## src/common/pom_pkg.sv

```systemverilog
// Purpose: Shared constants and types of the PTC overheat monitor
// Assumes: 50 MHz system clock, sense samples in 0.01 V steps
// Notes: Thresholds are in 0.1 V steps, smoothing time in 0.01 s steps
`default_nettype none

package pom_pkg;
	// ==========================================
	// Timing
	localparam int CLK_HZ = 50_000_000;
	localparam int TICK_TIME_MS = 10;
	localparam int TICK_CYC = CLK_HZ / 1000 * TICK_TIME_MS;
	localparam int SEC_TICKS = 1000 / TICK_TIME_MS;
	localparam int TCNT_W = 20;

	// ==========================================
	// Widths and ranges
	localparam int SAMPLE_W = 10;
	localparam int THR_W = 7;
	localparam int TAU_W = 10;
	localparam int DLY_W = 9;
	localparam int CNT_W = 16;
	localparam int FRAC_W = 8;
	localparam int ACC_W = SAMPLE_W + FRAC_W;
	localparam int DIV_STEPS = ACC_W;
	localparam int THR_SCALE = 10;
	localparam logic [TAU_W-1:0] TAU_MAX = 10'h3E8;
	localparam logic [DLY_W-1:0] DELAY_MIN_S = 9'h001;
	localparam logic [DLY_W-1:0] DELAY_MAX_S = 9'h12C;

	// ==========================================
	// Reset values
	localparam logic [ACC_W-1:0] FILT_RST = 18'h00000;
	localparam logic [CNT_W-1:0] CNT_RST = 16'h0000;

	// ==========================================
	// Modes and states
	typedef enum logic [1:0] {
		POM_MODE_OFF,
		POM_MODE_DECEL,
		POM_MODE_COAST,
		POM_MODE_WARN
	} pom_mode_e;

	typedef enum logic {
		POM_ST_WATCH,
		POM_ST_FAULT
	} pom_state_e;
endpackage

`default_nettype wire

```

## src/common/pom_if.sv

```systemverilog
// Purpose: Link between the monitor and its smoothing filter
// Assumes: One clock domain
// Notes: tick starts one filter step, filt_upd marks its result
`default_nettype none

interface pom_if;
	logic tick;
	logic [pom_pkg::SAMPLE_W-1:0] sample;
	logic [pom_pkg::TAU_W-1:0] tau;
	logic [pom_pkg::SAMPLE_W-1:0] filt;
	logic filt_upd;

	modport ctl(output tick, output sample, output tau, input filt, input filt_upd);
	modport flt(input tick, input sample, input tau, output filt, output filt_upd);
endinterface

`default_nettype wire

```

## src/rtl/pom_filter.sv

```systemverilog
// Purpose: First-order smoothing of the sensed voltage
// Assumes: Ticks spaced more than DIV_STEPS + 1 cycles apart
// Notes: Each step adds (x - y) / (tau + 1) by serial division
`default_nettype none

module pom_filter (
	input wire logic clk,
	input wire logic sys_rst,
	pom_if.flt f
);
	import pom_pkg::*;

	typedef struct packed {
		logic busy;
		logic [4:0] cnt;
		logic neg;
		logic [TAU_W:0] div;
		logic [TAU_W:0] rem;
		logic [ACC_W-1:0] quot;
		logic [ACC_W-1:0] y;
		logic upd;
	} pom_flt_s;

	pom_flt_s s_q, s_d;
	logic [TAU_W+1:0] trial;
	logic [ACC_W-1:0] xs;

	// ==========================================
	// Step start and restoring division
	always_comb begin
		s_d = s_q;
		s_d.upd = 1'b0;
		xs = {f.sample, 8'h00};
		trial = 12'h000;
		if (!s_q.busy) begin
			if (f.tick) begin
				s_d.busy = 1'b1;
				s_d.cnt = 5'h00;
				s_d.rem = 11'h000;
				s_d.div = 11'(f.tau) + 11'h001;
				s_d.neg = xs < s_q.y;
				s_d.quot = (xs < s_q.y) ? (s_q.y - xs) : (xs - s_q.y);
			end
		end else begin
			trial = {s_q.rem, s_q.quot[ACC_W-1]};
			s_d.quot = {s_q.quot[ACC_W-2:0], 1'b0};
			if (trial >= {1'b0, s_q.div}) begin
				trial = trial - {1'b0, s_q.div};
				s_d.quot[0] = 1'b1;
			end
			s_d.rem = trial[TAU_W:0];
			s_d.cnt = s_q.cnt + 5'h01;
			// Last step moves the output toward the sample
			if (s_q.cnt == 5'(DIV_STEPS - 1)) begin
				s_d.busy = 1'b0;
				s_d.upd = 1'b1;
				s_d.y = s_q.neg ? (s_q.y - s_d.quot) : (s_q.y + s_d.quot);
			end
		end
	end

	// State register
	always_ff @(posedge clk) begin
		if (sys_rst) begin
			s_q <= '0;
			s_q.y <= FILT_RST;
		end else begin
			s_q <= s_d;
		end
	end

	assign f.filt = s_q.y[ACC_W-1:FRAC_W];
	assign f.filt_upd = s_q.upd;

	// With no smoothing the output equals the sample after one step
	filt_passthru_a: assert property (@(posedge clk) disable iff (sys_rst)
		(f.tick && !s_q.busy && f.tau == 10'h000)
		|-> ##19 (f.filt_upd && f.filt == $past(f.sample, 19)))
		else $error("filter output does not follow sample with zero smoothing");
endmodule

`default_nettype wire

```

## src/rtl/pom_monitor.sv

```systemverilog
// Purpose: PTC motor overheat monitor, top level
// Assumes: Settings held steady by software, samples in 0.01 V steps
// Notes: Detection runs once per filter step, every 10 ms
//
// Summary of operation
// - Mode 0 disables protection, 1 decelerates, 2 coasts, 3 warns then coasts at protection level.
// - The sensed voltage is smoothed with a time constant of 0 to 10.00 s before any compare.
// - An over-threshold condition must persist for the 1 to 300 s detection delay to fault.
// - In modes 1 and 2 exceeding the warning level for the delay sets the fault and the stop.
// - In mode 3 exceeding the warning level raises the warning flag while the motor runs.
// - In mode 3 exceeding the protection level for the delay sets the fault and a coast stop.
// - The fault clears only while the smoothed voltage is below the reset level.
`default_nettype none

module pom_monitor #(
	parameter int TICK_CYCLES = pom_pkg::TICK_CYC
) (
	input wire logic clk,
	input wire logic sys_rst,
	input wire logic analog_sense_valid,
	input wire logic [pom_pkg::SAMPLE_W-1:0] analog_sense_input,
	input wire pom_pkg::pom_mode_e resp_mode,
	input wire logic [pom_pkg::TAU_W-1:0] smooth_time,
	input wire logic [pom_pkg::DLY_W-1:0] detect_delay,
	input wire logic [pom_pkg::THR_W-1:0] protect_level,
	input wire logic [pom_pkg::THR_W-1:0] reset_level,
	input wire logic [pom_pkg::THR_W-1:0] warn_level,
	input wire logic fault_clear,
	output logic overheat_warning_flag,
	output logic overheat_fault_flag,
	output logic decel_stop_req,
	output logic coast_stop_req,
	output logic [pom_pkg::SAMPLE_W-1:0] filtered_level
);
	import pom_pkg::*;

	typedef struct packed {
		logic [TCNT_W-1:0] tcnt;
		logic tick;
		logic [SAMPLE_W-1:0] smp;
		logic [CNT_W-1:0] cnt;
		pom_state_e state;
		logic warn;
		logic fault;
		logic decel;
		logic coast;
		logic [SAMPLE_W-1:0] filt;
	} pom_mon_s;

	pom_mon_s s_q, s_d;
	pom_if u_if();
	logic [TAU_W-1:0] tau_c;
	logic [DLY_W-1:0] dly_c;
	logic [CNT_W-1:0] lim;
	logic [THR_W-1:0] thr_act;
	logic [SAMPLE_W:0] filt_x;
	logic exceed;
	logic over_warn;
	logic below_rst;

	// ==========================================
	// Smoothing filter
	pom_filter u_filter (
		.clk(clk),
		.sys_rst(sys_rst),
		.f(u_if.flt)
	);

	assign u_if.tick = s_q.tick;
	assign u_if.sample = s_q.smp;
	assign u_if.tau = tau_c;

	// ==========================================
	// Setting limits and compares
	assign tau_c = (smooth_time > TAU_MAX) ? TAU_MAX : smooth_time;
	assign dly_c = (detect_delay < DELAY_MIN_S) ? DELAY_MIN_S :
		(detect_delay > DELAY_MAX_S) ? DELAY_MAX_S : detect_delay;
	assign lim = 16'(dly_c) * 16'(SEC_TICKS);
	assign thr_act = (resp_mode == POM_MODE_WARN) ? protect_level : warn_level;
	assign filt_x = {1'b0, u_if.filt};
	assign exceed = filt_x > 11'(thr_act) * 11'(THR_SCALE);
	assign over_warn = filt_x > 11'(warn_level) * 11'(THR_SCALE);
	assign below_rst = filt_x < 11'(reset_level) * 11'(THR_SCALE);

	// ==========================================
	// Tick divider, sample capture and detection
	always_comb begin
		s_d = s_q;
		s_d.tick = 1'b0;
		s_d.filt = u_if.filt;
		if (s_q.tcnt == TCNT_W'(TICK_CYCLES - 1)) begin
			s_d.tcnt = '0;
			s_d.tick = 1'b1;
		end else begin
			s_d.tcnt = s_q.tcnt + 20'h00001;
		end
		if (analog_sense_valid) begin
			s_d.smp = analog_sense_input;
		end
		// Warning follows the smoothed level in mode 3 only
		s_d.warn = (resp_mode == POM_MODE_WARN) && over_warn;
		unique case (s_q.state)
			POM_ST_WATCH: begin
				if (resp_mode == POM_MODE_OFF) begin
					s_d.cnt = CNT_RST;
				end else if (u_if.filt_upd) begin
					if (!exceed) begin
						s_d.cnt = CNT_RST;
					end else if (s_q.cnt + 16'h0001 >= lim) begin
						s_d.cnt = CNT_RST;
						s_d.state = POM_ST_FAULT;
						s_d.fault = 1'b1;
						s_d.decel = (resp_mode == POM_MODE_DECEL);
						s_d.coast = (resp_mode != POM_MODE_DECEL);
					end else begin
						s_d.cnt = s_q.cnt + 16'h0001;
					end
				end
			end
			POM_ST_FAULT: begin
				// Clear honoured only once the winding has cooled
				if (fault_clear && below_rst) begin
					s_d.state = POM_ST_WATCH;
					s_d.fault = 1'b0;
					s_d.decel = 1'b0;
					s_d.coast = 1'b0;
				end
			end
		endcase
	end

	// State register
	always_ff @(posedge clk) begin
		if (sys_rst) begin
			s_q <= '0;
			s_q.cnt <= CNT_RST;
			s_q.state <= POM_ST_WATCH;
		end else begin
			s_q <= s_d;
		end
	end

	// Outputs straight from the state register
	assign overheat_warning_flag = s_q.warn;
	assign overheat_fault_flag = s_q.fault;
	assign decel_stop_req = s_q.decel;
	assign coast_stop_req = s_q.coast;
	assign filtered_level = s_q.filt;

	// ==========================================
	// Checks
	mode_off_quiet_a: assert property (@(posedge clk) disable iff (sys_rst)
		(s_q.state == POM_ST_WATCH && resp_mode == POM_MODE_OFF)
		|=> (!overheat_fault_flag && s_q.cnt == CNT_RST))
		else $error("fault or count moved while protection disabled");

	delay_full_a: assert property (@(posedge clk) disable iff (sys_rst)
		$rose(overheat_fault_flag) |-> ($past(s_q.cnt) + 16'h0001 == $past(lim)))
		else $error("fault raised before the detection delay ran out");

	decel_stop_a: assert property (@(posedge clk) disable iff (sys_rst)
		($rose(overheat_fault_flag) && $past(resp_mode) != POM_MODE_WARN)
		|-> ($past(over_warn) && decel_stop_req == ($past(resp_mode) == POM_MODE_DECEL)
		&& coast_stop_req == ($past(resp_mode) == POM_MODE_COAST)))
		else $error("wrong stop kind or threshold in mode 1 or 2");

	warn_flag_a: assert property (@(posedge clk) disable iff (sys_rst)
		(resp_mode == POM_MODE_WARN && over_warn) |=> (overheat_warning_flag
		&& (!$rose(coast_stop_req) || $past(exceed))))
		else $error("warning flag missing or stop raised below protection in mode 3");

	mode3_coast_a: assert property (@(posedge clk) disable iff (sys_rst)
		($rose(overheat_fault_flag) && $past(resp_mode) == POM_MODE_WARN)
		|-> (coast_stop_req && !decel_stop_req
		&& $past(filt_x) > 11'($past(protect_level)) * 11'(THR_SCALE)))
		else $error("mode 3 fault without coast or below protection level");

	clear_gate_a: assert property (@(posedge clk) disable iff (sys_rst)
		$fell(overheat_fault_flag) |-> $past(fault_clear && below_rst))
		else $error("fault cleared above the reset level");

	fault_hold_a: assert property (@(posedge clk) disable iff (sys_rst)
		(overheat_fault_flag && !fault_clear) |=> overheat_fault_flag [*2]
		or (overheat_fault_flag ##1 $past(fault_clear)))
		else $error("fault dropped without a clear");

	count_restart_a: assert property (@(posedge clk) disable iff (sys_rst)
		(s_q.state == POM_ST_WATCH && u_if.filt_upd && !exceed) |=> s_q.cnt == CNT_RST)
		else $error("delay count not restarted after drop below threshold");

	// ==========================================
	// Stop kind, warning scope, count housekeeping and filtered level copy
	stop_kind_hold_a: assert property (@(posedge clk) disable iff (sys_rst)
		(s_q.state == POM_ST_FAULT && !(fault_clear && below_rst))
		|=> (overheat_fault_flag && $stable(decel_stop_req) && $stable(coast_stop_req)))
		else $error("fault or stop kind changed without a valid clear");

	warn_mode_only_a: assert property (@(posedge clk) disable iff (sys_rst)
		(resp_mode != POM_MODE_WARN)
		|=> !overheat_warning_flag)
		else $error("warning flag raised outside mode 3");

	count_step_a: assert property (@(posedge clk) disable iff (sys_rst)
		(s_q.state == POM_ST_WATCH && resp_mode != POM_MODE_OFF && u_if.filt_upd
		&& exceed && s_q.cnt + 16'h0001 < lim)
		|=> (s_q.cnt == $past(s_q.cnt) + 16'h0001))
		else $error("delay count did not advance on an exceeding step");

	fault_at_update_a: assert property (@(posedge clk) disable iff (sys_rst)
		(!u_if.filt_upd)
		|=> !$rose(overheat_fault_flag))
		else $error("fault raised without a filter update");

	level_copy_a: assert property (@(posedge clk) disable iff (sys_rst)
		1'b1
		|=> (filtered_level == $past(u_if.filt)))
		else $error("filtered level does not follow the filter output");

	clear_all_a: assert property (@(posedge clk) disable iff (sys_rst)
		$fell(overheat_fault_flag)
		|-> (!decel_stop_req && !coast_stop_req && s_q.state == POM_ST_WATCH))
		else $error("stop request left standing after a fault clear");
endmodule

`default_nettype wire

```

## config.mk

```make
export PLATFORM = sky130hd
export DESIGN_NAME = pom_monitor
export DESIGN_NICKNAME = d
export VERILOG_FILES = /design/src/common/pom_pkg.sv /design/src/common/pom_if.sv /design/src/rtl/pom_filter.sv /design/src/rtl/pom_monitor.sv
export SDC_FILE = /design/constraint.sdc
export NUM_CORES = 1
export LEC_CHECK = 0
export BUFFER_PORTS_ARGS = -buffer_cell sky130_fd_sc_hd__buf_2
export CAP_MARGIN = 40
export CORE_MARGIN = 8
export CORE_UTILIZATION = 40
export DETAILED_ROUTE_END_ITERATION = 7
export GPL_TIMING_DRIVEN = 0
export RECOVER_POWER = 50
export SLEW_MARGIN = 20
export SYNTH_ARGS = -nofsm -noshare
export SYNTH_HDL_FRONTEND = slang
export SYNTH_SLANG_ARGS = --single-unit
```

## constraint.sdc

```tcl
create_clock -name clk -period 7.3 [get_ports clk]
set_input_delay 1.46 -clock clk [delete_from_list [all_inputs] [get_ports clk]]
set_output_delay 1.46 -clock clk [all_outputs]
set_load 0.1 [all_outputs]
```

== Word level (Yosys, flattened, before mapping) ==
Cells that the tools add are included.
W data, S select, Z words.

* Flip-flop bits (word level): 128
* Input bits: 56
* Output and inout port bits: 14
* Logic and storage cells: 93

* $add $sub $neg: 9
* $mul: 4
* $lt $le $gt $ge: 9
* Eq/ne operators: 10
* Muxes and demuxes: 30
* Bitwise gates (word level): 2
* Reductions and logical operators: 11

{| class="wikitable"
|+ Operators with widths
! cell !! number
|-
| $sub A18 B18 Y18 || 3
|-
| $mux W16 || 3
|-
| $mux W47 || 1
|-
| $mux W18 || 2
|-
| $mul A7 B3 Y10 const B || 3
|-
| $mux W29 || 1
|-
| $gt A10 B11 Y1 || 2
|-
| $add A20 B1 Y20 const B || 1
|-
| $eq A20 B19 Y1 const B || 1
|-
| $add A18 B18 Y18 || 1
|-
| $lt A18 B18 Y1 || 1
|-
| $mux W9 || 2
|-
| $mux W17 || 1
|-
| $add A16 B1 Y16 const B || 1
|-
| $ge A16 B16 Y1 || 1
|-
| $mux W3 || 5
|-
| $mul A9 B5 Y14 const B || 1
|-
| $ge A12 B11 Y1 || 1
|-
| $add A10 B1 Y11 const B || 1
|-
| $lt A10 B11 Y1 || 1
|-
| $mux W11 || 1
|-
| $sub A11 B11 Y11 || 1
|-
| $gt A10 B10 Y1 const B || 1
|-
| $mux W10 || 1
|-
| 20 further kinds || 38
|}

== Logic depth before layout (Yosys ltp) ==
* Word-level depth: 10
* Depth in mapped cells: 26
* Gate-level depth less buffers: 25

== Cells and area by module ==
From an unflattened synthesis, not the netlist that was laid out.

* Cells, all modules: 1354
* Area, all modules: 11044.3 um^2

{| class="wikitable"
|+ Modules (own cells, without submodules)
! module !! times used !! cells an instance !! area an instance (um^2) !! seq. area each (um^2)
|-
| pom_monitor || 1 || 635 || 5542.8 || 1241.2
|-
| pom_filter || 1 || 719 || 5501.5 || 1321.3
|}

== Least setup slack after synthesis ==
No wires, ideal clock.

* Path type: in2reg
* Start point: input detect_delay[0] (netlist bit)
* End point: register s_q (netlist bit coast_stop_req)
* Setup time: 0.073 ns
* Arrival: 6.200 ns
* Data required time: 7.227 ns
* Path slack: 1.027 ns
* Stages on the path: 21
* Path buffers: 0
* Cell sequence: o211a_1 -> o21ai_0 -> a21oi_1 -> or2_2 -> ha_1 -> ha_1 -> fa_1 -> ha_1 -> nor2b_1 -> o21ai_0 -> a21oi_1 -> o21ai_0 -> nand2b_1 -> xnor2_1 -> ha_1 -> nand2_1 -> o41ai_1 -> a2111oi_0 -> or3_1 -> nor3_1 -> mux2i_1

* Word-level cells in the longest chain between the ends: 7
* Elaborated cells between the ends (all ways): 8
* Those cells by class: mul (1); order compare (3); eq/ne (1); mux (2); reduce/logical (1)

{| class="wikitable"
|+ Ends and longest elaborated chain
! item !! line !! source
|-
| from (decl) || pom_monitor.sv:24 || <nowiki>input wire logic [pom_pkg::DLY_W-1:0] detect_delay,</nowiki>
|-
| $gt A9 B9 Y1 || pom_monitor.sv:77 || <nowiki>(detect_delay > DELAY_MAX_S) ? DELAY_MAX_S : detect_delay;</nowiki>
|-
| $mux W9 || pom_monitor.sv:77 ||
|-
| $mux W9 (*) || pom_monitor.sv:76 || <nowiki>assign dly_c = (detect_delay < DELAY_MIN_S) ? DELAY_MIN_S :</nowiki>
|-
| $mul A9 B5 Y14 (*) || pom_monitor.sv:78 || <nowiki>assign lim = 16'(dly_c) * 16'(SEC_TICKS);</nowiki>
|-
| $ge A16 B16 Y1 (*) || pom_monitor.sv:109 || <nowiki>end else if (s_q.cnt + 16'h0001 >= lim) begin</nowiki>
|-
| $ne A2 B2 Y1 (no line) (*) || -- ||
|-
| $reduce_and A5 Y1 (no line) (*) || -- ||
|-
| to (decl) || pom_monitor.sv:50 || <nowiki>pom_mon_s s_q, s_d;</nowiki>
|}

Every way passes the cells marked *; elsewhere a longest branch is shown, timed or not.
A chain may end at the register's enable or synchronous reset.

== Worst setup path after layout ==
* Start point: input detect_delay[0] (netlist bit)
* End point: register s_q[30] (netlist bit)

* Word-level cells in the longest chain between the ends: 9
* Elaborated cells between the ends (all ways): 10
* Those cells by class: mul (1); order compare (3); mux (6)

{| class="wikitable"
|+ Ends and longest elaborated chain
! item !! line !! source
|-
| $gt A9 B9 Y1 || pom_monitor.sv:77 ||
|-
| $mux W9 || pom_monitor.sv:77 ||
|-
| $mux W9 (*) || pom_monitor.sv:76 ||
|-
| $mul A9 B5 Y14 (*) || pom_monitor.sv:78 ||
|-
| $ge A16 B16 Y1 (*) || pom_monitor.sv:109 ||
|-
| $mux W16 (*) || pom_monitor.sv:109 ||
|-
| $mux W16 (*) || pom_monitor.sv:107 || <nowiki>if (!exceed) begin</nowiki>
|-
| $mux W17 (*) || pom_monitor.sv:106 || <nowiki>end else if (u_if.filt_upd) begin</nowiki>
|-
| $mux W16 (*) || pom_monitor.sv:104 || <nowiki>if (resp_mode == POM_MODE_OFF) begin</nowiki>
|}

Every way passes the cells marked *; elsewhere a longest branch is shown, timed or not. The select of a mux whose other input is x is not followed.

==> metrics.md <==
| Metric | Value |
|---|---|
| Slew margin rel. | `22.1%` |
| Fmax | `153 MHz` |
| Reg clk slew, reported paths | `0.06 ns` |
| Die area | `31800 µm²` |
| Top_reg_cell synth | `dfxtp_1` |
| Most frequent cell after synthesis | `nor2_1` |
| Share of cells above drive strength 1 | `8.49%` |
| DRC errors left | `0` |
| Register cell area after layout | `2560 µm²` |
| Core ar. | `26000 µm²` |
| Placed cell areas | `11300 µm²` |
| Post-layout nets | `1621` |
| Vias/cell | `5.29` |
| Max Fanout on Critical Path | `10` |
| CTS Buf Count | `17` |
| Setup TNS | `0 ns` |
| PostCTS Resize Cnt | `0` |
| CTS root buffer | `clkbuf_16` |
| Crit path kind | `input port to flip-flop` |
| Hpwl dp | `21300 µm` |
| Detailed Routing Iterations Pass 1 | `4` |
| Top post-synthesis cells by area | `dfxtp_1 24%, ha_1 18%, nor2_1 5.7%` |
| Synth async-reset ratio | `0%` |
| Initial DRC count | `449` |
| Congestion Overflow GR | `0` |
| FILL cells | `2613` |
| Routed WL per cell | `15.6 µm` |
| CTS tree | `yes` |
| Hold Path Depth | `2` |
| GR Layer Usage met1 | `22.8%` |
| Port bufs | `67` |
| DR vias | `9254` |
| Final instance area | `12000 µm²` |
| Most Crowded Layer GR | `met2` |
| Setup-failing EPs final | `0` |
| Critical Path AT | `6.91 ns` |
| Actual slew at the worst max-slew pin | `1.17 ns` |
| Yosys top cell by area | `dfxtp_1` |
| Pwr/cell area | `172 nW/µm²` |
| Largest net degree at the start of global routing | `17` |
| CTS Hold Bufs | `0` |
| Peak supply drop | `0.153 mV` |
| Starting density of the core | `40.5%` |
| Minimum clock period | `6.55 ns` |
| Synthesis warning total | `0` |
| Cells after Synth | `1311` |
| Tcrit/Tclk final | `89.7%` |
| Max Cap Viol | `0` |
| Seq/Total Area, Yosys | `24.3%` |
| Vias in the first global route | `9097` |
| DIE HEIGHT | `178 µm` |
| Mapped Nets | `1532` |
| Synth unique cells | `66` |
| Worst Setup End Kind | `flip-flop` |
| Number of synthesized flops with an enable pin | `0` |
| Hold crit path type | `flip-flop to flip-flop` |
| Die W | `178 µm` |
| Io pins | `70` |
| Number of routed nets with antenna violations | `0` |
| Initial antenna violation count | `0` |
| Worst setup path start | `detect_delay[0]` |
| Reg2reg end | `u_filter.f.filt[9]` |
| H-tree depth | `4` |
| Mapped cell area | `10500 µm²` |
| GRT Total Usage | `17.7%` |
| Leak Pwr | `0.00534 µW` |
| Post-CTS Setup Inserts | `0` |
| Diode count | `0` |
| Row cnt | `59` |
| Layout area overhead | `13.5%` |
| GP Congestion | `0.856` |
| Power, Total | `2050 µW` |
| RSZ-0062 raised after global routing | `no` |
| Clock Skews | `0.00752 ns` |
| Crit path to | `s_q[30]` |
| Clock Sinks | `128` |
| CTS max path bufs | `2` |
| Status | `finished clean` |
| Met3 Use GR | `2.69%` |
| CP required | `7.66 ns` |
| Met2 Track Usage GR | `29.9%` |
| Final slew viol count | `0` |
| Fin. Hold Viols | `0` |
| Worst setup SP type | `input port` |
| Synth top area share | `24.3%` |
| Clock Latency Late Sink | `0.43 ns` |
| Synth top cells by count | `159 x nor2_1, 155 x ha_1, 128 x dfxtp_1` |
| Worst Reg-to-Reg Cells | `23` |
| Area occupied by multi-input gates | `7310 µm²` |
| First-pass GRT wire length | `45300 µm` |
| Syn_area_per_cell | `8.04 µm²` |
| Setup slack, reg-to-reg | `1.41 ns` |
| Synth Register Bits | `128` |
| Detailed Route WL | `27200 µm` |
| Reg2Reg Launch Point | `u_filter.s_q[36]` |
[worst max-delay path, stage by stage]
cell and delay, ns:
buf_2 0.12, o211a_1 0.21, o21ai_0 0.20, a21oi_1 0.16, or2_2 0.34, ha_1 0.29
ha_1 0.31, fa_1 0.46, ha_1 0.34, nor2b_1 0.14, o21ai_0 0.21, a21oi_1 0.12
nand2b_1 0.16, ha_1 0.29, a21o_1 0.16, a21o_1 0.16, a21oi_1 0.14, o41ai_1 0.10
a2111oi_0 0.50, o31a_1 0.34, buf_1 0.42, a22oi_1 0.17, nor2_1 0.12
[cells in the final DEF, fill, tap and decap left out, types with 17 or more instances in the layout]
| cell type | instances |
|---|---|
| clkbuf_1 | 58 |
| buf_2 | 53 |
| clkbuf_16 | 17 |
| nand2b_1 | 17 |
| ha_1 | 155 |
| o21ai_0 | 41 |
| nand3_1 | 33 |
| dfxtp_1 | 128 |
| a211oi_1 | 26 |
| a21o_1 | 31 |
| nand2_1 | 78 |
| inv_1 | 108 |
| xnor2_1 | 53 |
| xor2_1 | 51 |
| nor2_1 | 159 |
| nor3_1 | 28 |
| mux2i_1 | 19 |
| a21oi_1 | 111 |
[how the worst min path moves through the flow]
stage                     startpoint          endpoint  slack, ns
CTS                 u_filter.s_q[47]  u_filter.s_q[47]       0.46
global route        u_filter.s_q[47]  u_filter.s_q[47]       0.49
detailed placement  u_filter.s_q[58]  u_filter.s_q[58]       0.45
finish              u_filter.s_q[58]  u_filter.s_q[58]       0.45
floorplan                    s_q[42]           s_q[42]       0.43
global placement    u_filter.s_q[47]  u_filter.s_q[47]       0.44
[flip-flops by register name, indices dropped and copies added, names as in the netlist]
signal	cells
coast_stop_req	1
decel_stop_req	1
filtered_level	10
overheat_fault_flag	1
overheat_warning_flag	1
s_q	37
u_filter.f.filt	10
u_filter.f.filt_upd	1
u_filter.s_q	55
u_if.sample	10
u_if.tick	1
[area by class of cell]
| cell class | instances | area share, % |
|---|---|---|
| multi-input cells | 1018 | 61.1 |
| flip-flops and latches | 128 | 21.4 |
| clock buffers | 18 | 3.59 |
| well taps | 335 | 3.51 |
| inverters | 108 | 3.39 |
| repair buffers | 70 | 2.87 |
| plain buffers | 57 | 2.18 |
| clock inverters | 14 | 1.92 |
[power by group]
group | internal [µW] | switching (µW) | leakage [µW]
Clock | 613 | 347 | 0.000314
Combinational | 168 | 216 | 0.00399
Sequential | 703 | 4.35 | 0.00103
[stage by stage]
| step | instances | utilization, % | hold WS (ns) | setup slack, ns |
|---|---|---|---|---|
| after floorplan | 1311 | - | 0.426 | 1.03 |
| after global placement | 1713 | 43.4 | 0.442 | 0.317 |
| after detailed placement | 1716 | 43.6 | 0.448 | 0.303 |
| after CTS | 1748 | 46.1 | 0.458 | 0.734 |
| after global routing | 1748 | 46.0 | 0.494 | 0.217 |
| final | 1748 | 46.0 | 0.453 | 0.749 |
[cells by family after synthesis]
| family | Yosys count | share of synthesized area (%) |
|---|---|---|
| flops | 128 | 24.3 |
| compound gates | 307 | 18.7 |
| fa+ha+maj | 165 | 20.3 |
| mux | 29 | 2.91 |
| xor+xnor | 105 | 8.86 |
| simple gates | 412 | 18.6 |
| buf+inv | 165 | 6.32 |
[per-layer routing]
metal,vias to the layer above,part of all wire (%)
met4,0,1.4
li1,4774,-
met2,170,47
met5,-,0
met3,28,4.2
met1,4282,48
(Power assumes the default switching activity.)
